<file path="config.mk">
export PLATFORM = sky130hd
export DESIGN_NAME = module_mgmt_status_timing
export DESIGN_NICKNAME = d
export VERILOG_FILES = /design/src/core/flag_latch.v /design/src/core/module_mgmt_status_timing.v /design/src/core/pin_sync.v
export VERILOG_INCLUDE_DIRS = /design/src /design/src/core
export SDC_FILE = /design/constraint.sdc
export NUM_CORES = 1
export LEC_CHECK = 0
export BUFFER_PORTS_ARGS = -buffer_cell sky130_fd_sc_hd__buf_2
export CORE_MARGIN = 3
export CORE_UTILIZATION = 36
export DETAILED_ROUTE_END_ITERATION = 16
export GPL_TIMING_DRIVEN = 0
export PLACE_DENSITY = 0.56
export SLEW_MARGIN = 20
export SYNTH_ARGS = -nofsm -noshare
export SYNTH_HDL_FRONTEND = slang
export SYNTH_SLANG_ARGS = --single-unit
export TNS_END_PERCENT = 1
</file>
<file path="constraint.sdc">
create_clock -name core_clk -period 3.2 [get_ports core_clk]
set_input_delay 0.48 -clock core_clk [delete_from_list [all_inputs] [get_ports core_clk]]
set_output_delay 0.48 -clock core_clk [all_outputs]
set_load 0.01 [all_outputs]
</file>
<file path="src/core/mgmt_defines.vh">
`ifndef MGMT_DEFINES_VH
`define MGMT_DEFINES_VH

// ********************************************************
// Clock rate
// ********************************************************
`define CLK_MHZ 100

// ********************************************************
// Timing figures and derived cycle counts
// ********************************************************
`define T_INIT_MS 2000
`define T_RESET_MIN_US 2
`define RESET_MIN_CYCLES (`T_RESET_MIN_US * `CLK_MHZ)
`define INIT_CYCLES (`T_INIT_MS * 1000 * `CLK_MHZ)

// ********************************************************
// Two-wire device address (arbitrary value)
// ********************************************************
`define DEV_ADDR 7'h50

// ********************************************************
// Byte offsets of the memory map
// ********************************************************
`define STATUS_ADDR 8'h02
`define FLAG_ADDR 8'h03
`define PDOWN_ADDR 8'h5d
`define MASK_ADDR 8'h64
`define EMPH_HI_ADDR 8'hec
`define EMPH_LO_ADDR 8'hed

// ********************************************************
// Field positions and reset values
// ********************************************************
`define NOT_READY_BIT 0
`define PDOWN_BIT 1
`define FLAG_RX_LOS 0
`define FLAG_TX_FAULT 1
`define FLAG_OTHER 2
`define FLAG_INIT_DONE 3
`define EMPH_RSVD_BIT 3
`define MASK_RESET 4'h0
`define EMPH_RESET 16'h0000

`endif

</file>
<file path="src/core/flag_latch.v">
`timescale 1ns/1ps

// ********************************************************
// Sticky flags with clear, mask and pending summary
// ********************************************************
module flag_latch #(
    parameter WIDTH = 4
) (
    // Clock and reset
    input wire core_clk,
    input wire reset_n,
    // Flag control
    input wire [WIDTH-1:0] set,
    input wire [WIDTH-1:0] clr,
    input wire [WIDTH-1:0] mask,
    // Flag state
    output reg [WIDTH-1:0] flags,
    output wire [WIDTH-1:0] pending
);

// Set wins over a clear in the same cycle
always @(posedge core_clk or negedge reset_n) begin
    if (!reset_n) begin
        flags <= {WIDTH{1'b0}};
    end else begin
        flags <= (flags & ~clr) | set;
    end
end

// Unmasked flags that may raise the interrupt
assign pending = flags & ~mask;

endmodule // flag_latch

</file>
<file path="src/core/module_mgmt_status_timing.v">
// Overview of operation
// (RL1) Emphasis code 0-7 gives 0-7 dB; top bit set is reserved.
// (RL2) Fully functional within 2000 ms of power-on or reset release.
// (RL3) Reset only when reset pin stays low at least 2 us.
// (RL4) Two-wire bus answers within 2000 ms of power-on.
// (RL5) Within 2000 ms clear data-not-ready bit and assert interrupt.
// (RL6) Fully functional within 2000 ms after reset pin rises.
// (RL7) Low-power pin high enters lower power within 100 us.
// (RL8) Interrupt output goes low within 200 ms of a triggering condition.
// (RL9) Flags clear on read; interrupt releases within 500 us.
// (RL10) Loss-of-signal entry sets flag and interrupt within 100 ms.
// (RL11) Transmit fault entry sets flag and interrupt within 200 ms.
// (RL12) Other conditions set their flag and interrupt within 200 ms.
// (RL13) Setting a mask bit blocks its flag within 100 ms.
// (RL14) Clearing a mask bit restores its interrupt within 100 ms.
// (RL15) Bus answers within 100 us after module select goes low.
// (RL16) Bus stops answering within 100 us after module select goes high.
// (RL17) Setting power-down bit enters lower power within 100 ms.
// (RL18) Clearing power-down bit restores full function within 300 ms.
// (RL19) Full function means interrupt raised by data-not-ready clearing.
// (RL20) Write delays count from the falling edge after the stop bit.
`timescale 1ns/1ps
`include "mgmt_defines.vh"

module module_mgmt_status_timing #(
    parameter [31:0] INIT_CYCLES = `INIT_CYCLES
) (
    // Clock and reset
    input wire core_clk,
    input wire reset_n,
    // Control pins from the host
    input wire reset_pin_active_low,
    input wire module_select_pin,
    input wire low_power_pin,
    // Two-wire management bus
    input wire scl_in,
    input wire sda_in,
    output wire sda_out,
    output wire sda_oe_n,
    // Interrupt pin
    output reg irq_out_active_low,
    // Internal conditions
    input wire rx_los_state,
    input wire tx_fault_state,
    input wire other_flag_cond,
    // Module state
    output reg module_ready,
    output reg low_power_mode,
    output reg [11:0] rx_emph_db,
    output reg [3:0] rx_emph_enable
);

// ********************************************************
// Constants
// ********************************************************
localparam [31:0] RESET_MIN = `RESET_MIN_CYCLES;

localparam [2:0] S_IDLE = 3'd0;
localparam [2:0] S_ADDR = 3'd1;
localparam [2:0] S_AACK = 3'd2;
localparam [2:0] S_WR = 3'd3;
localparam [2:0] S_WACK = 3'd4;
localparam [2:0] S_RD = 3'd5;
localparam [2:0] S_RACK = 3'd6;

// ********************************************************
// Declarations
// ********************************************************
wire [4:0] pin_level;
wire scl_s;
wire sda_s;
wire rst_pin_s;
wire sel_n_s;
wire lp_s;
reg scl_d;
reg sda_d;
wire scl_rise;
wire scl_fall;
wire bus_start;
wire bus_stop;
reg [31:0] low_cnt;
reg mod_reset;
reg [31:0] init_cnt;
wire bus_en;
reg [3:0] cond_d;
wire [3:0] cond_now;
wire [3:0] flag_set;
reg [3:0] flag_clr;
reg [3:0] rd_clr;
wire [3:0] flags;
wire [3:0] pending;
reg [3:0] mask;
reg pdown;
reg [15:0] emph;
reg [2:0] state;
reg [3:0] bitcnt;
reg [7:0] shift;
reg [7:0] ptr;
reg rw;
reg first_byte;
reg sda_drv;
reg [7:0] rd_data;

// ********************************************************
// Pin synchronisers
// ********************************************************
// Idle levels: bus high, reset high, select high, low-power low
pin_sync #(
    .WIDTH(5),
    .RST_VAL(5'b01111)
) u_pin_sync (
    .core_clk(core_clk),
    .reset_n(reset_n),
    .pin({low_power_pin, module_select_pin, reset_pin_active_low, sda_in, scl_in}),
    .level(pin_level)
);

assign scl_s = pin_level[0];
assign sda_s = pin_level[1];
assign rst_pin_s = pin_level[2];
assign sel_n_s = pin_level[3];
assign lp_s = pin_level[4];

// ********************************************************
// Reset pin filter
// ********************************************************
// (RL3) minimum low time
always @(posedge core_clk or negedge reset_n) begin
    if (!reset_n) begin
        low_cnt <= 32'h0000_0000;
        mod_reset <= 1'b0;
    end else if (rst_pin_s) begin
        low_cnt <= 32'h0000_0000;
        mod_reset <= 1'b0;
    end else begin
        if (low_cnt != RESET_MIN) begin
            low_cnt <= low_cnt + 32'h0000_0001;
        end
        if (low_cnt == RESET_MIN - 32'h0000_0001) begin
            mod_reset <= 1'b1;
        end
    end
end

// ********************************************************
// Initialisation timer
// ********************************************************
// (RL2) (RL6) ready after init count
always @(posedge core_clk or negedge reset_n) begin
    if (!reset_n) begin
        init_cnt <= 32'h0000_0000;
        module_ready <= 1'b0;
    end else begin
        if (mod_reset) begin
            init_cnt <= 32'h0000_0000;
            module_ready <= 1'b0;
        end else if (!module_ready) begin
            init_cnt <= init_cnt + 32'h0000_0001;
            if (init_cnt >= INIT_CYCLES - 32'h0000_0001) begin
                module_ready <= 1'b1;
            end
        end
    end
end

// ********************************************************
// Flag events and latches
// ********************************************************
// Current condition levels, init completion on top
assign cond_now = {module_ready, other_flag_cond, tx_fault_state, rx_los_state};

// Previous levels for entry detection
always @(posedge core_clk or negedge reset_n) begin
    if (!reset_n) begin
        cond_d <= 4'h0;
    end else begin
        cond_d <= cond_now;
    end
end

// (RL10) (RL11) (RL12) (RL5) flag on entry
assign flag_set = cond_now & ~cond_d;

flag_latch #(
    .WIDTH(4)
) u_flag_latch (
    .core_clk(core_clk),
    .reset_n(reset_n),
    .set(flag_set),
    .clr(flag_clr),
    .mask(mask),
    .flags(flags),
    .pending(pending)
);

// ********************************************************
// Interrupt and power outputs
// ********************************************************
// (RL8) (RL13) (RL14) (RL19) interrupt from unmasked flags
always @(posedge core_clk or negedge reset_n) begin
    if (!reset_n) begin
        irq_out_active_low <= 1'b1;
    end else begin
        irq_out_active_low <= ~(|pending);
    end
end

// (RL7) (RL17) (RL18) lower power from pin or bit
always @(posedge core_clk or negedge reset_n) begin
    if (!reset_n) begin
        low_power_mode <= 1'b0;
    end else begin
        low_power_mode <= lp_s | pdown;
    end
end

// ********************************************************
// Emphasis decode
// ********************************************************
// (RL1) code to dB, reserved codes give none
genvar lane;
generate
    for (lane = 0; lane < 4; lane = lane + 1) begin : g_emph
        always @(posedge core_clk or negedge reset_n) begin
            if (!reset_n) begin
                rx_emph_db[3*lane+2:3*lane] <= 3'h0;
                rx_emph_enable[lane] <= 1'b0;
            end else if (emph[4*lane+`EMPH_RSVD_BIT]) begin
                rx_emph_db[3*lane+2:3*lane] <= 3'h0;
                rx_emph_enable[lane] <= 1'b0;
            end else begin
                rx_emph_db[3*lane+2:3*lane] <= emph[4*lane+2:4*lane];
                rx_emph_enable[lane] <= 1'b1;
            end
        end
    end
endgenerate

// ********************************************************
// Two-wire bus edge detection
// ********************************************************
// Delayed copies of the synchronised bus lines
always @(posedge core_clk or negedge reset_n) begin
    if (!reset_n) begin
        scl_d <= 1'b1;
        sda_d <= 1'b1;
    end else begin
        scl_d <= scl_s;
        sda_d <= sda_s;
    end
end

assign scl_rise = scl_s & ~scl_d;
assign scl_fall = ~scl_s & scl_d;
assign bus_start = scl_s & scl_d & sda_d & ~sda_s;
assign bus_stop = scl_s & scl_d & ~sda_d & sda_s;

// (RL4) (RL15) (RL16) answer only when selected
assign bus_en = ~sel_n_s & ~mod_reset;

// Open-drain data line, only ever pulled low
assign sda_out = 1'b0;
assign sda_oe_n = ~sda_drv;

// ********************************************************
// Read data mux
// ********************************************************
// (RL5) status byte shows data-not-ready
always @* begin
    rd_data = 8'h00;
    case (ptr)
        `STATUS_ADDR: rd_data[`NOT_READY_BIT] = ~module_ready;
        `FLAG_ADDR: rd_data[3:0] = flags;
        `MASK_ADDR: rd_data[3:0] = mask;
        `PDOWN_ADDR: rd_data[`PDOWN_BIT] = pdown;
        `EMPH_HI_ADDR: rd_data = emph[15:8];
        `EMPH_LO_ADDR: rd_data = emph[7:0];
        default: rd_data = 8'h00;
    endcase
end

// ********************************************************
// Two-wire slave
// ********************************************************
// Transaction state, pointer and writable bytes
always @(posedge core_clk or negedge reset_n) begin
    if (!reset_n) begin
        state <= S_IDLE;
        bitcnt <= 4'h0;
        shift <= 8'h00;
        ptr <= 8'h00;
        rw <= 1'b0;
        first_byte <= 1'b0;
        sda_drv <= 1'b0;
        mask <= `MASK_RESET;
        pdown <= 1'b0;
        emph <= `EMPH_RESET;
        rd_clr <= 4'h0;
        flag_clr <= 4'h0;
    end else begin
        flag_clr <= 4'h0;
        if (mod_reset) begin
            state <= S_IDLE;
            sda_drv <= 1'b0;
            mask <= `MASK_RESET;
            pdown <= 1'b0;
            emph <= `EMPH_RESET;
            rd_clr <= 4'h0;
        end else if (!bus_en || bus_start || bus_stop) begin
            // (RL9) clear flags read in this transaction
            flag_clr <= rd_clr;
            rd_clr <= 4'h0;
            sda_drv <= 1'b0;
            bitcnt <= 4'h0;
            state <= (bus_en && bus_start) ? S_ADDR : S_IDLE;
        end else begin
            case (state)
                S_IDLE: begin
                    sda_drv <= 1'b0;
                end
                S_ADDR: begin
                    if (scl_rise) begin
                        shift <= {shift[6:0], sda_s};
                        bitcnt <= bitcnt + 4'h1;
                    end else if (scl_fall && bitcnt == 4'h8) begin
                        if (shift[7:1] == `DEV_ADDR) begin
                            sda_drv <= 1'b1;
                            rw <= shift[0];
                            state <= S_AACK;
                        end else begin
                            state <= S_IDLE;
                        end
                    end
                end
                S_AACK: begin
                    if (scl_fall) begin
                        if (rw) begin
                            sda_drv <= ~rd_data[7];
                            bitcnt <= 4'h1;
                            state <= S_RD;
                            if (ptr == `FLAG_ADDR) begin
                                rd_clr <= rd_clr | flags;
                            end
                        end else begin
                            sda_drv <= 1'b0;
                            bitcnt <= 4'h0;
                            first_byte <= 1'b1;
                            state <= S_WR;
                        end
                    end
                end
                S_WR: begin
                    if (scl_rise) begin
                        shift <= {shift[6:0], sda_s};
                        bitcnt <= bitcnt + 4'h1;
                    end else if (scl_fall && bitcnt == 4'h8) begin
                        sda_drv <= 1'b1;
                        state <= S_WACK;
                        first_byte <= 1'b0;
                        if (first_byte) begin
                            ptr <= shift;
                        end else begin
                            // (RL20) control writes act at once
                            ptr <= ptr + 8'h01;
                            case (ptr)
                                `MASK_ADDR: mask <= shift[3:0];
                                `PDOWN_ADDR: pdown <= shift[`PDOWN_BIT];
                                `EMPH_HI_ADDR: emph[15:8] <= shift;
                                `EMPH_LO_ADDR: emph[7:0] <= shift;
                                default: ptr <= ptr + 8'h01;
                            endcase
                        end
                    end
                end
                S_WACK: begin
                    if (scl_fall) begin
                        sda_drv <= 1'b0;
                        bitcnt <= 4'h0;
                        state <= S_WR;
                    end
                end
                S_RD: begin
                    if (scl_fall) begin
                        if (bitcnt == 4'h8) begin
                            sda_drv <= 1'b0;
                            state <= S_RACK;
                        end else begin
                            if (bitcnt == 4'h0 && ptr == `FLAG_ADDR) begin
                                rd_clr <= rd_clr | flags;
                            end
                            sda_drv <= ~rd_data[3'd7 - bitcnt[2:0]];
                            bitcnt <= bitcnt + 4'h1;
                        end
                    end
                end
                S_RACK: begin
                    if (scl_rise) begin
                        if (!sda_s) begin
                            ptr <= ptr + 8'h01;
                            bitcnt <= 4'h0;
                            state <= S_RD;
                        end else begin
                            state <= S_IDLE;
                        end
                    end
                end
                default: begin
                    state <= S_IDLE;
                    sda_drv <= 1'b0;
                end
            endcase
        end
    end
end

endmodule // module_mgmt_status_timing

</file>
<file path="src/core/pin_sync.v">
`timescale 1ns/1ps

// ********************************************************
// Two-flop synchroniser for pins from outside the clock domain
// ********************************************************
module pin_sync #(
    parameter WIDTH = 1,
    parameter [WIDTH-1:0] RST_VAL = {WIDTH{1'b0}}
) (
    // Clock and reset
    input wire core_clk,
    input wire reset_n,
    // Pins in, synchronised levels out
    input wire [WIDTH-1:0] pin,
    output reg [WIDTH-1:0] level
);

reg [WIDTH-1:0] meta;

// First stage feeds only the second stage
always @(posedge core_clk or negedge reset_n) begin
    if (!reset_n) begin
        meta <= RST_VAL;
        level <= RST_VAL;
    end else begin
        meta <= pin;
        level <= meta;
    end
end

endmodule // pin_sync

</file>
## Yosys cells after proc, flatten, opt, wreduce, memory -nomap -nowiden

Cells that the tools add are included.

| operators by class | value |
|---|---|
| add/sub/neg operators | 5 |
| order comparisons | 2 |
| equal/unequal tests | 49 |
| muxes and demuxes | 106 |
| bitwise operators | 30 |
| reduce and logical (&&, ||, !) cells | 34 |

Operators by type and width:

| cell | number |
|---|---|
| $mux W32 | 4 |
| $mux W4 | 25 |
| $mux W16 | 6 |
| $add A32 B1 Y32 const B | 2 |
| $mux W8 | 7 |
| $ne A4 B4 Y1 const B | 14 |
| $mux W3 | 17 |
| $mux W1 | 35 |
| $eq A32 B8 Y1 const B | 1 |
| $ge A32 B28 Y1 const B | 1 |
| $ne A32 B8 Y1 const B | 1 |
| $reduce_and A6 Y1 | 5 |
| $ne A3 B3 Y1 const B | 8 |
| $pmux W3 S7 | 1 |
| $reduce_and A7 Y1 | 3 |
| $pmux W4 S5 | 1 |
| $reduce_bool A2 Y1 | 10 |
| $reduce_and A9 Y1 | 2 |
| $eq A8 B2 Y1 const B | 2 |
| $eq A8 B7 Y1 const B | 2 |
| $eq A8 B8 Y1 const B | 2 |
| $ne A2 B2 Y1 const B | 8 |
| $pmux W4 S2 | 2 |
| $pmux W8 S2 | 1 |
| 34 further kinds | 66 |

| storage, ports and cells | value |
|---|---|
| register bits after elaboration | 159 |
| input port bits | 10 |
| logic and storage cells | 259 |

## Logic depth before layout (Yosys ltp)

Gate-level depths: netlist of the first run.

| logic depth | value |
|---|---|
| depth after elaboration | 10 |
| depth in mapped cells | 10 |
| mapped depth without buffers | 8 |

## By module

From an unflattened synthesis of the first run, not the netlist that was laid out.

| second synthesis, totals | value |
|---|---|
| cells, all modules | 795 |
| area, all modules | 7703.6 sq um |

Modules (own cells, without submodules):

| module | instances | cells an instance | area an instance (sq um) |
|---|---|---|---|
| module_mgmt_status_timing | 1 | 769 | 7273.2 |
| pin_sync | 1 | 10 | 260.2 |
| flag_latch | 1 | 16 | 170.2 |

## Least setup slack after synthesis of the first run

OpenSTA, ideal clock, no wires.

| timing | value |
|---|---|
| path kind | register -> register |
| from | reg u_pin_sync.level[1] |
| to | reg emph[3] |
| setup time | 0.125 ns |
| data arrival time | 2.301 ns |
| required time | 3.075 ns |
| slack | 0.774 ns |
| stages on the path, launching flop included | 8 |
| period minus slack after synthesis | 2.426 ns |
| cell sequence | dfstp_2 -> xor2_1 -> a311o_1 -> buf_6 -> or3_4 -> o31ai_4 -> o21ai_4 -> mux2_4 |

| between the ends | value |
|---|---|
| cells in the longest elaborated chain, start to end | 6 |
| elaborated cells on any way between the ends | 7 |

RTL lines:

| element | RTL line | source |
|---|---|---|
| start: declaration | pin_sync.v:15 | `output reg [WIDTH-1:0] level` |
| start signal: assignment | pin_sync.v:27 | `level <= meta;` |
| $not A1 Y1 | module_mgmt_status_timing.v:255 | `assign bus_start = scl_s & scl_d & sda_d & ~sda_s;` |
| $and A1 B1 Y1 | module_mgmt_status_timing.v:255 |  |
| $logic_or A1 B1 Y1 | module_mgmt_status_timing.v:309 | `end else if (!bus_en \|\| bus_start \|\| bus_stop) begin` |
| $logic_or A1 B1 Y1 (*) | module_mgmt_status_timing.v:309 |  |
| $ne A2 B2 Y1 (no line) (*) | n/a |  |
| $reduce_and A6 Y1 (no line) (*) | n/a |  |
| end signal: assignment | module_mgmt_status_timing.v:297 | `` emph <= `EMPH_RESET; `` |
| end signal: assignment | module_mgmt_status_timing.v:307 | `` emph <= `EMPH_RESET; `` |
| end signal: assignment | module_mgmt_status_timing.v:369 | `` `EMPH_LO_ADDR: emph[7:0] <= shift; `` |
| end: declaration | module_mgmt_status_timing.v:94 | `reg [15:0] emph;` |

Mark *: on every way between the ends. The rest lies on a longest branch, timed or not.
A chain may end at the register's enable or synchronous reset.

## Final worst setup path of the first run

| timing | value |
|---|---|
| from | reg u_pin_sync.level[1] |
| to | reg ptr[0] |

| between the ends | value |
|---|---|
| cells in the longest elaborated chain, start to end | 6 |
| elaborated cells on any way between the ends | 8 |

RTL lines:

| element | RTL line | source |
|---|---|---|
| $not A1 Y1 | module_mgmt_status_timing.v:255 |  |
| $and A1 B1 Y1 | module_mgmt_status_timing.v:255 |  |
| $logic_or A1 B1 Y1 (2 in series) | module_mgmt_status_timing.v:309 |  |
| $not A1 Y1 (no line) | n/a |  |
| $reduce_and A7 Y1 (no line) (*) | n/a |  |
| end signal: assignment | module_mgmt_status_timing.v:361 | `ptr <= shift;` |
| end signal: assignment | module_mgmt_status_timing.v:364 | `ptr <= ptr + 8'h01;` |
| end signal: assignment | module_mgmt_status_timing.v:370 | `default: ptr <= ptr + 8'h01;` |
| end: declaration | module_mgmt_status_timing.v:98 | `reg [7:0] ptr;` |

Marks and branches as above.

==> results.md, run 1 <==
* **post-DR wirelength/cell** 15.1 um
* **Core Rows** 52
* **leftover overflow at the end of global routing** 0
* **I/O Buffers** 29
* **Final Max Slew Viols** 0
* **placed wire-length estimate after detailed placement** 11400 um
* **max-cap viol count** 0
* **maximum number of pins on one net before global-route repair** 82
* **number of buffers on the longest clock path** 2
* **Relative slew margins** 0.462
* **share of synthesized flip-flops with an asynchronous set or reset** 1.00
* **setup repair after global routing missed its margin** no
* **clk root buf** sky130_fd_sc_hd__clkbuf_16
* **Antenna Violating Nets Remaining** 0
* **post-route fraction of the period consumed by the critical path** 0.847
* **flip-flop and latch count after synthesis** 159
* **number of vias after detailed routing** 5572
* **Area Overhead vs Synth** 14.6%
* **most instantiated cells after synthesis** 148 x sky130_fd_sc_hd__dfrtp_1, 96 x sky130_fd_sc_hd__nor2_1, 53 x sky130_fd_sc_hd__nand2_1
* **syn avg cell area** 10.2 um2
* **highest net fanout along the worst path** 10
* **count of flip-flops with a built-in enable after synthesis** 0
* **total nets after synthesis** 772
* **share of the synthesized area in the top cell type** 0.483
* **largest area contributor in the synthesized netlist** sky130_fd_sc_hd__dfrtp_1
* **combined global-route utilization of all metal layers** 0.147
* **startpoint-to-endpoint class of the critical path** flop to flop
* **Starting Density** 0.373
* **number of cells after detailed placement** 1053
* **Horiz. Die Dim** 152 um
* **element type at the critical path end** flop
* **status** complete, no violations
* **fin crit period** 2.71 ns
* **io pins** 31
* **via count of the first global-routing pass** 5497
* **Max IR drop VDD** 0.365 mV
* **global-route wire length before repair** 28200 um
* **total negative setup slack** 0 ns
* **DRC** 0
* **Non-Filler Instances** 1085
* **Warnings, synthesis** 0
* **maximum level of the CTS H-tree** 4
* **Hold Violations, Final** 0
* **number of gates resized after CTS** 0
* **path category of the worst min-delay check** primary input to asynchronous set/reset pin
* **count of TritonRoute iterations in the first routing pass** 5
* **slew at the pin closest to its max-slew limit** 0.806 ns
* **required time worst endpoint** 3.51 ns
* **summed instance area of the synthesized netlist** 7670 um2
* **DIE AREA** 23100 um2
* **sequential cell area fraction in the yosys report** 0.520
* **pwr dens** 479 nW/um2
* **TritonCTS clock tree** done
* **Leak Pwr** 3.91 nW
* **Antenna Diode Count** 0
* **Hold Buf Count CTS** 0
* **source-to-sink clock delay at the later pin of the worst-skew pair** 0.43 ns
* **CTS clk-pin slew, worst paths** 0.07 ns
* **Via density** 5.14
* **layout cell share with drive strength beyond 1** 0.151
* **final net count** 821
* **gpl congestion** 0.824
* **initial DRC count** 338
* **# clock sinks** 159
* **Worst R2R Path Depth** 5
* **Clock Skew** 0.0148 ns
* **leading register cell type out of synthesis** sky130_fd_sc_hd__dfrtp_1
* **number of antenna violations at the first check in global routing** 0
* **max frequency** 0.369 GHz
* **height of the die** 152 um
* **Setup Viol. Count Final** 0
* **element type at the critical path start** flop
* **data arrival time of the critical path** 3.02 ns
* **largest cells by area after synthesis** sky130_fd_sc_hd__dfrtp_1 48%, sky130_fd_sc_hd__nor2_1 4.7%, sky130_fd_sc_hd__xor2_1 4.6%, sky130_fd_sc_hd__mux2_2 4.3%, sky130_fd_sc_hd__dfstp_2 3.8%
* **wirelength, routed** 16400 um
* **total CTS buffers** 17
* **area of the placeable core** 20600 um2
* **synth unique cells** 71
* **number of buffers inserted to repair setup after CTS** 0
* **cell count after synthesis** 753
* **most used standard cell by instance count after synthesis** sky130_fd_sc_hd__dfrtp_1
-- final cells by class --
cell class | count | area [um2]
well taps | 270 | 338
repair buffers | 30 | 183
clock buffers | 19 | 443
inverters | 27 | 101
plain buffers | 31 | 136
fillers | 2054 | 11800
multi-input cells | 536 | 3440
flip-flops and latches | 159 | 3990
clock inverters | 13 | 158
-- worst paths after layout --
kind,startpoint,end,slack (ns)
worst max-delay path,u_pin_sync.level[1]$_DFF_PN1_,ptr[0]$_DFFE_PN0P_,0.49
worst min-delay path,reset_n,rx_emph_db[11]$_DFF_PN0_,0.008
worst max register to register,u_pin_sync.level[1]$_DFF_PN1_,ptr[0]$_DFFE_PN0P_,0.49
worst min register to register,u_pin_sync.meta[1]$_DFF_PN1_,u_pin_sync.level[1]$_DFF_PN1_,0.36
max in group asynchronous,reset_n,u_pin_sync.level[1]$_DFF_PN1_,2.35
min in group core_clk,reset_pin_active_low,u_pin_sync.meta[2]$_DFF_PN1_,0.14
-- logic make-up after synthesis --
family	after synthesis	synth area share
simple gates	321	0.217
flops	159	0.520
compound gates	116	0.103
buf+inv	58	0.0310
xor+xnor	55	0.0628
mux	34	0.0514
fa+ha+maj	9	0.0147
other cells	1	0.000489
-- state kept, by name, indices dropped and copies added, names as in the netlist, 3 cells and up --
| signal | count |
|---|---|
| rd_clr | 4 |
| rx_emph_enable | 4 |
| init_cnt | 32 |
| shift | 8 |
| u_flag_latch.flags | 4 |
| u_pin_sync.meta | 5 |
| flag_clr | 4 |
| state | 3 |
| rx_emph_db | 12 |
| mask | 4 |
| emph | 16 |
| cond_d | 4 |
| low_cnt | 32 |
| ptr | 8 |
| u_pin_sync.level | 5 |
| bitcnt | 4 |
-- metrics by stage --
stage / cell area (um2) / setup slack [ns] / power (mW) / utilization / hold WS, ns
6_report: 8790 / 0.491 / 4.22 / 0.428 / 0.00806
3_3_place_gp: 8160 / -0.852 / 2.19 / 0.397 / 0.335
4_1_cts: 8790 / 0.514 / 4.28 / 0.428 / 0.0293
3_5_place_dp: 8190 / 0.509 / 2.19 / 0.398 / 0.342
2_1_floorplan: 7670 / 0.774 / 2.12 / - / 0.184
5_1_grt: 8790 / 0.301 / 4.39 / 0.428 / 0.0589
-- critical path: stages, from the launching register on --
cell and delay [ns]:
sky130_fd_sc_hd__dfstp_2 0.57, sky130_fd_sc_hd__xor2_1 0.10, sky130_fd_sc_hd__a311oi_2 0.74, sky130_fd_sc_hd__nand4b_1 0.50, sky130_fd_sc_hd__clkbuf_1 0.35, sky130_fd_sc_hd__a211o_1 0.34
-- per-layer routing --
layer,vias to the layer above,GRT usage,part of all wire
met4,0,0.0441,0.012
met1,2723,0.205,0.49
li1,2742,-,-
met5,-,0,0
met3,12,0.0353,0.036
met2,95,0.228,0.46
-- cell usage in the layout (no fill, tap or decap), types with 11 or more instances in the layout --
master	n
sky130_fd_sc_hd__clkbuf_1	24
sky130_fd_sc_hd__inv_1	27
sky130_fd_sc_hd__dfstp_2	11
sky130_fd_sc_hd__nand2_1	53
sky130_fd_sc_hd__o21ai_0	27
sky130_fd_sc_hd__buf_2	29
sky130_fd_sc_hd__nand4_1	19
sky130_fd_sc_hd__a21oi_1	29
sky130_fd_sc_hd__mux2_2	29
sky130_fd_sc_hd__nor3_1	13
sky130_fd_sc_hd__nor2_1	96
sky130_fd_sc_hd__clkbuf_16	17
sky130_fd_sc_hd__nor2b_1	24
sky130_fd_sc_hd__dfrtp_1	148
sky130_fd_sc_hd__nor4_1	12
sky130_fd_sc_hd__xnor2_1	15
sky130_fd_sc_hd__xor2_1	40
sky130_fd_sc_hd__and3_1	11
sky130_fd_sc_hd__nand3_1	32
-- power breakdown --
part	internal, mW	switching [mW]	total, mW
logic	0.0309	0.0779	0.109
registers	2.03	0.0121	2.04
clock network	1.19	0.875	2.06
Note: power is estimated with default switching activity, not from simulation.
==> inputs of run 2 (changes only) <==
clock period = 2.66 ns   (was 3.2 ns; I/O delays follow)
==> results.md, run 2 (same netlist as run 1, synthesis figures left out) <==
* **Max IR drop VDD** 0.439 mV, +20%
* **layout cell share with drive strength beyond 1** 0.159, +0.00800
* **Setup Viol. Count Final** 0, unchanged
* **element type at the critical path end** flop
* **max frequency** 0.390 GHz, +5.8%
* **global-route wire length before repair** 28200 um, about the same
* **net switching power** 1.16 mW, +21%
* **combinational power share** 0.026, about the same
* **slew at the pin closest to its max-slew limit** 0.788 ns, -0.0185 ns
* **clk root buf** sky130_fd_sc_hd__clkbuf_16
* **CTS clk-pin slew, worst paths** 0.07 ns, about the same
* **Via density** 5.14, about the same
* **Starting Density** 0.373, unchanged
* **post-DR wirelength/cell** 15.2 um, +0.17%
* **pwr dens** 573 nW/um2, +20%
* **leftover overflow at the end of global routing** 0, unchanged
* **fin crit period** 2.56 ns, -0.148 ns
* **Antenna Violating Nets Remaining** 0, unchanged
* **final net count** 824, +0.37%
* **overall power** 5.08 mW, +20%
* **data arrival time of the critical path** 2.88 ns, -0.14 ns
* **height of the die** 152 um, unchanged
* **PnR worst setup slack** 0.0990 ns, -0.392 ns
* **Final Max Slew Viols** 0, unchanged
* **critical path, cell by cell** xor2_1, a311o_1, buf_6, or3_4, o31ai_4, buf_4, o21ai_4, mux2_4
* **area of the placeable core** 20600 um2, unchanged
* **element type at the critical path start** flop
* **Hold Violations, Final** 0, unchanged
* **TritonCTS clock tree** done
* **via count of the first global-routing pass** 5502, +0.091%
* **maximum level of the CTS H-tree** 4, unchanged
* **max-cap viol count** 0, unchanged
* **io pins** 31, unchanged
* **Area Overhead vs Synth** 15.4%
* **instance area at placement** 8190 um2, unchanged
* **leading cell type in the layout, fill and taps excluded** sky130_fd_sc_hd__dfrtp_1
* **Relative slew margins** 0.470, +0.00749
* **setup repair after global routing missed its margin** yes
* **number of antenna violations at the first check in global routing** 0, unchanged
* **cell at the slowest stage of the critical path** sky130_fd_sc_hd__dfstp_2
* **share of power burned in the clock network** 0.490, about the same
* **status** complete, no violations
* **count of TritonRoute iterations in the first routing pass** 5, unchanged
* **Leak Pwr** 3.95 nW, +1.0%
* **total CTS buffers** 17, unchanged
* **source-to-sink clock delay at the later pin of the worst-skew pair** 0.43 ns, about the same
* **Non-Filler Instances** 1088, +0.28%
* **Horiz. Die Dim** 152 um, unchanged
* **internal power of the cells** 3.91 mW, +20%
* **DRC** 0, unchanged
* **highest net fanout along the worst path** 10, unchanged
* **wirelength, routed** 16500 um, +0.45%
* **hold slack** 0.0650 ns, +0.0569 ns
* **share of the core filled with cells in the final layout** 0.431, +0.00298
* **total negative setup slack** 0 ns, unchanged
* **path category of the worst min-delay check** primary input to flop
* **Net Sw Frac** 0.229, +0.000476
* **maximum number of pins on one net before global-route repair** 82, unchanged
* **initial DRC count** 352, +4.1%
* **number of cells after detailed placement** 1053, unchanged
* **worst-case setup slack after placement** -0.0309 ns, -0.540 ns
* **delay contributed by the slowest stage of the critical path** 0.57 ns, -0.17 ns
* **design area** 8850 um2, +0.70%
* **required time worst endpoint** 2.98 ns, -0.53 ns
* **# clock sinks** 159, unchanged
* **Core Rows** 52, unchanged
* **part of the power in registers** 0.484, about the same
* **most used cells in the layout excluding fill and tap cells** 147 x sky130_fd_sc_hd__dfrtp_1, 96 x sky130_fd_sc_hd__nor2_1, 53 x sky130_fd_sc_hd__nand2_1
* **Antenna Diode Count** 0, unchanged
* **DIE AREA** 23100 um2, unchanged
* **gpl congestion** 0.824, unchanged
* **post-route fraction of the period consumed by the critical path** 0.963, +0.116
* **I/O Buffers** 29, unchanged
* **combined global-route utilization of all metal layers** 0.147, about the same
* **Clock Skew** 0.0141 ns, -0.000719 ns
* **number of buffers on the longest clock path** 2, unchanged
* **startpoint-to-endpoint class of the critical path** flop to flop
* **number of vias after detailed routing** 5588, +0.29%
* **placed wire-length estimate after detailed placement** 11400 um, unchanged
* **largest registers** init_cnt x32, low_cnt x32, emph x16
## run 2: cell types whose count changed in the layout (fill, tap and decap cells not counted), sizes merged
cell,before,now
buf,38,40
dlygate4sd3,0,1
## run 2: cell type report
type                       count  area, um2
clock buffer                  19        443
sequential                   159       3990
multi-input combinational    536       3470
timing repair buffer          33        208
inverter                      27        101
clock inverter                13        158
tap                          270        338
buffer                        31        139
fill                        2050      11700
## run 2: worst paths after layout
path                                          startpoint                       endpoint  slack (ns)  cells past startpoint
max in group asynchronous                        reset_n   u_pin_sync.meta[1]$_DFF_PN1_        1.29                      3
min reg2reg                 u_pin_sync.meta[1]$_DFF_PN1_  u_pin_sync.level[1]$_DFF_PN1_        0.36                      0
max                        u_pin_sync.level[1]$_DFF_PN1_            emph[3]$_DFFE_PN0P_         0.1                      8
min                                 reset_pin_active_low   u_pin_sync.meta[2]$_DFF_PN1_        0.06                      1
min in group asynchronous                        reset_n       rx_emph_db[11]$_DFF_PN0_        0.52                      2
max reg2reg                u_pin_sync.level[1]$_DFF_PN1_            emph[3]$_DFFE_PN0P_         0.1                      8
## run 2: per-layer routing
layer	global-route usage	vias up	routed length, um
li1	-	2743	-
met1	0.205	2740	8010
met2	0.228	93	7630
met3	0.0353	12	641
met4	0.0441	0	204
met5	0	-	0
## run 2: power groups by stage
stage	registers, mW	logic (mW)	clock network (mW)
final	2.46	0.134	2.49
after global routing	2.46	0.156	2.67
after CTS	2.46	0.140	2.55
after detailed placement	2.50	0.137	0
after global placement	2.50	0.130	0
after floorplan	2.50	0.0551	0
## run 2: critical path: cells and delay by family, from the launching register on
family / cells / cell delay (ns)
muxes: 1 / 0.31
AOI/OAI and AO/OA: 3 / 0.71
and+or+nand+nor: 1 / 0.40
DFF: 1 / 0.57
xor gates and xnor gates: 1 / 0.12
buffers and inverters: 2 / 0.34
## run 2: timing repair
| action | 4_1_cts | 5_1_grt |
|---|---|---|
| hold endpoints to repair | 77 | 0 |
| hold buffers | 1 | 0 |
| endpoints found under the setup margin | 7 | 23 |
| resized for setup | 2 | 8 |
| cloned | 0 | 0 |
| pin swaps | 1 | 0 |
| buffers inserted | 2 | 0 |
==> inputs of run 3 (changes only) <==
CELL_PAD_IN_SITES_DETAIL_PLACEMENT = 1   (was unset)
CELL_PAD_IN_SITES_GLOBAL_PLACEMENT = 1   (was unset)
CORE_UTILIZATION = 50   (was 36)
CTS_BUF_LIST = sky130_fd_sc_hd__clkbuf_8   (was unset)
PLACE_DENSITY = 0.86   (was 0.56)
==> results.md, run 3 (same netlist as run 1, synthesis figures left out) <==
* **post-DR wirelength/cell** 19.4 um, +28%
* **global-route wire length before repair** 32700 um, +16%
* **Antenna Violating Nets Remaining** 0, unchanged
* **clk root buf** sky130_fd_sc_hd__clkbuf_8
* **overall power** 4.68 mW, -7.7%
* **Antenna Diode Count** 0, unchanged
* **status** complete, no violations
* **slew at the pin closest to its max-slew limit** 0.778 ns, -0.00989 ns
* **DRC** 0, unchanged
* **design area** 8660 um2, -2.2%
* **Hold Violations, Final** 0, unchanged
* **Worst setup endpoint** state[0]$_DFFE_PN0P_
* **Leak Pwr** 3.93 nW, -0.50%
* **final net count** 825, +0.12%
* **worst-case setup slack after placement** -0.0685 ns, -0.0376 ns
* **largest registers** init_cnt x32, low_cnt x32, emph x16
* **Horiz. Die Dim** 130 um, -15%
* **area of the placeable core** 14800 um2, -28%
* **leftover overflow at the end of global routing** 0, unchanged
* **max-cap viol count** 0, unchanged
* **required time worst endpoint** 3.02 ns, +0.04 ns
* **post-route fraction of the period consumed by the critical path** 0.974, +0.0115
* **source-to-sink clock delay at the later pin of the worst-skew pair** 0.48 ns, +0.05 ns
* **share of the core filled with cells in the final layout** 0.587, +0.156
* **io pins** 31, unchanged
* **setup slack of the worst register-to-register path** 0.07 ns, -0.03 ns
* **placed wire-length estimate after detailed placement** 13400 um, +17%
* **wirelength, routed** 19400 um, +18%
* **startpoint-to-endpoint class of the critical path** flop to flop
* **maximum number of pins on one net before global-route repair** 86, +4.9%
* **I/O Buffers** 29, unchanged
* **# clock sinks** 159, unchanged
* **path category of the worst min-delay check** primary input to flop
* **number of buffers on the longest clock path** 2, unchanged
* **gpl congestion** 0.890, +7.9%
* **DIE AREA** 16900 um2, -27%
* **element type at the critical path end** flop
* **most used cells in the layout excluding fill and tap cells** 147 x sky130_fd_sc_hd__dfrtp_1, 96 x sky130_fd_sc_hd__nor2_1, 53 x sky130_fd_sc_hd__nand2_1
* **height of the die** 130 um, -15%
* **Final Max Slew Viols** 0, unchanged
* **Via density** 5.92, +15%
* **maximum level of the CTS H-tree** 4, unchanged
* **Core Rows** 44, -15%
* **Relative slew margins** 0.477, +0.00666
* **Area Overhead vs Synth** 12.9%
* **pwr dens** 541 nW/um2, -5.7%
* **Starting Density** 0.520, +0.147
* **number of fill cells in the layout** 1661, -19%
* **delay contributed by the slowest stage of the critical path** 0.57 ns, about the same
* **combined global-route utilization of all metal layers** 0.245, +0.0987
* **worst flop-to-flop path endpoint** state[0]$_DFFE_PN0P_
* **TritonCTS clock tree** done
* **total negative setup slack** 0 ns, unchanged
* **Worst R2R Path Depth** 7, -1
* **total CTS buffers** 17, unchanged
* **count of TritonRoute iterations in the first routing pass** 4, -1
* **PnR worst setup slack** 0.0685 ns, -0.0305 ns
* **element type at the critical path start** flop
* **Clock Skew** 0.0153 ns, +0.00127 ns
* **Max IR drop VDD** 0.585 mV, +33%
* **first element of the critical path** bitcnt[0]$_DFFE_PN0P_
* **worst flop-to-flop path startpoint** bitcnt[0]$_DFFE_PN0P_
* **instance area at placement** 8090 um2, -1.3%
* **cell at the slowest stage of the critical path** sky130_fd_sc_hd__o31ai_1
* **leading cell type in the layout, fill and taps excluded** sky130_fd_sc_hd__dfrtp_1
* **data arrival time of the critical path** 2.95 ns, +0.07 ns
* **via count of the first global-routing pass** 6412, +17%
* **Setup Viol. Count Final** 0, unchanged
* **critical path, cell by cell** inv_1, ha_1, and2b_1, nand3_1, a32o_1, o31ai_1, mux2_2
* **number of antenna violations at the first check in global routing** 0, unchanged
* **CTS clk-pin slew, worst paths** 0.08 ns, about the same
* **highest net fanout along the worst path** 9, -1
* **max frequency** 0.386 GHz, -1.2%
* **initial DRC count** 357, +1.4%
* **layout cell share with drive strength beyond 1** 0.156, -0.00264
* **setup repair after global routing missed its margin** yes
* **fin crit period** 2.59 ns, +0.0305 ns
* **number of vias after detailed routing** 5933, +6.2%
==> run 3: changes by cell type in the layout (fill, tap and decap cells not counted), sizes merged <==
cell / change
buf: -1
bufinv: +3
clkinv: -3
clkinvlp: -3
dlygate4sd3: +4
inv: +1
==> run 3: where the power goes <==
group	switching (mW)	internal, mW
Clock	0.885	1.20
Sequential	0.0163	2.44
Combinational	0.0997	0.0435
==> run 3: area by class of cell <==
| cell class | count | area [um2] | share of cell area |
|---|---|---|---|
| Clock buffer | 21 | 289 | 0.0334 |
| Inverter | 27 | 101 | 0.0117 |
| Buffer | 29 | 131 | 0.0152 |
| Tap cell | 184 | 230 | 0.0266 |
| Sequential cell | 159 | 3990 | 0.461 |
| Multi-Input combinational cell | 536 | 3490 | 0.403 |
| Clock inverter | 11 | 174 | 0.0201 |
| Timing Repair Buffer | 36 | 253 | 0.0292 |
==> run 3: worst min path at each step <==
stage,startpoint,endpoint,cells past startpoint
after floorplan,reset_n,bitcnt[0]$_DFFE_PN0P_,0
after global placement,u_pin_sync.meta[4]$_DFF_PN0_,u_pin_sync.level[4]$_DFF_PN0_,0
after detailed placement,u_pin_sync.meta[4]$_DFF_PN0_,u_pin_sync.level[4]$_DFF_PN0_,0
after CTS,low_power_pin,u_pin_sync.meta[4]$_DFF_PN0_,1
after global routing,low_power_pin,u_pin_sync.meta[4]$_DFF_PN0_,1
final,low_power_pin,u_pin_sync.meta[4]$_DFF_PN0_,1
==> run 3: metrics by stage <==
step | instances | hold slack [ns]
3_3_place_gp | 966 | 0.334
3_5_place_dp | 967 | 0.347
4_1_cts | 1005 | 0.00146
6_report | 1003 | 0.0281
5_1_grt | 1003 | 0.00350
2_1_floorplan | 753 | 0.103
==> run 3: what timing repair did <==
item	4_1_cts	5_1_grt
hold buffers	5	0
hold endpoints to repair	77	0
pin swaps	1	1
gates resized for setup	5	9
setup buffers	1	0
setup endpoints to repair	26	36
==> run 3: critical path, delay by kind of cell (launching register included) <==
| family | cells | cell delay (ns) |
|---|---|---|
| buffers and inverters | 1 | 0.15 |
| AO/OA/AOI/OAI | 2 | 0.88 |
| AND/OR/NAND/NOR | 2 | 0.35 |
| flip-flops | 1 | 0.52 |
| multiplexers | 1 | 0.41 |
| adder cells (fa/ha/maj) | 1 | 0.18 |
==> run 3: routing by layer <==
| layer | GRT usage | wire length [um] | up-vias |
|---|---|---|---|
| li1 | - | - | 2739 |
| met1 | 0.306 | 8430 | 3059 |
| met2 | 0.426 | 10100 | 99 |
| met3 | 0.0487 | 571 | 36 |
| met4 | 0.0862 | 363 | 0 |
| met5 | 0 | 0 | - |
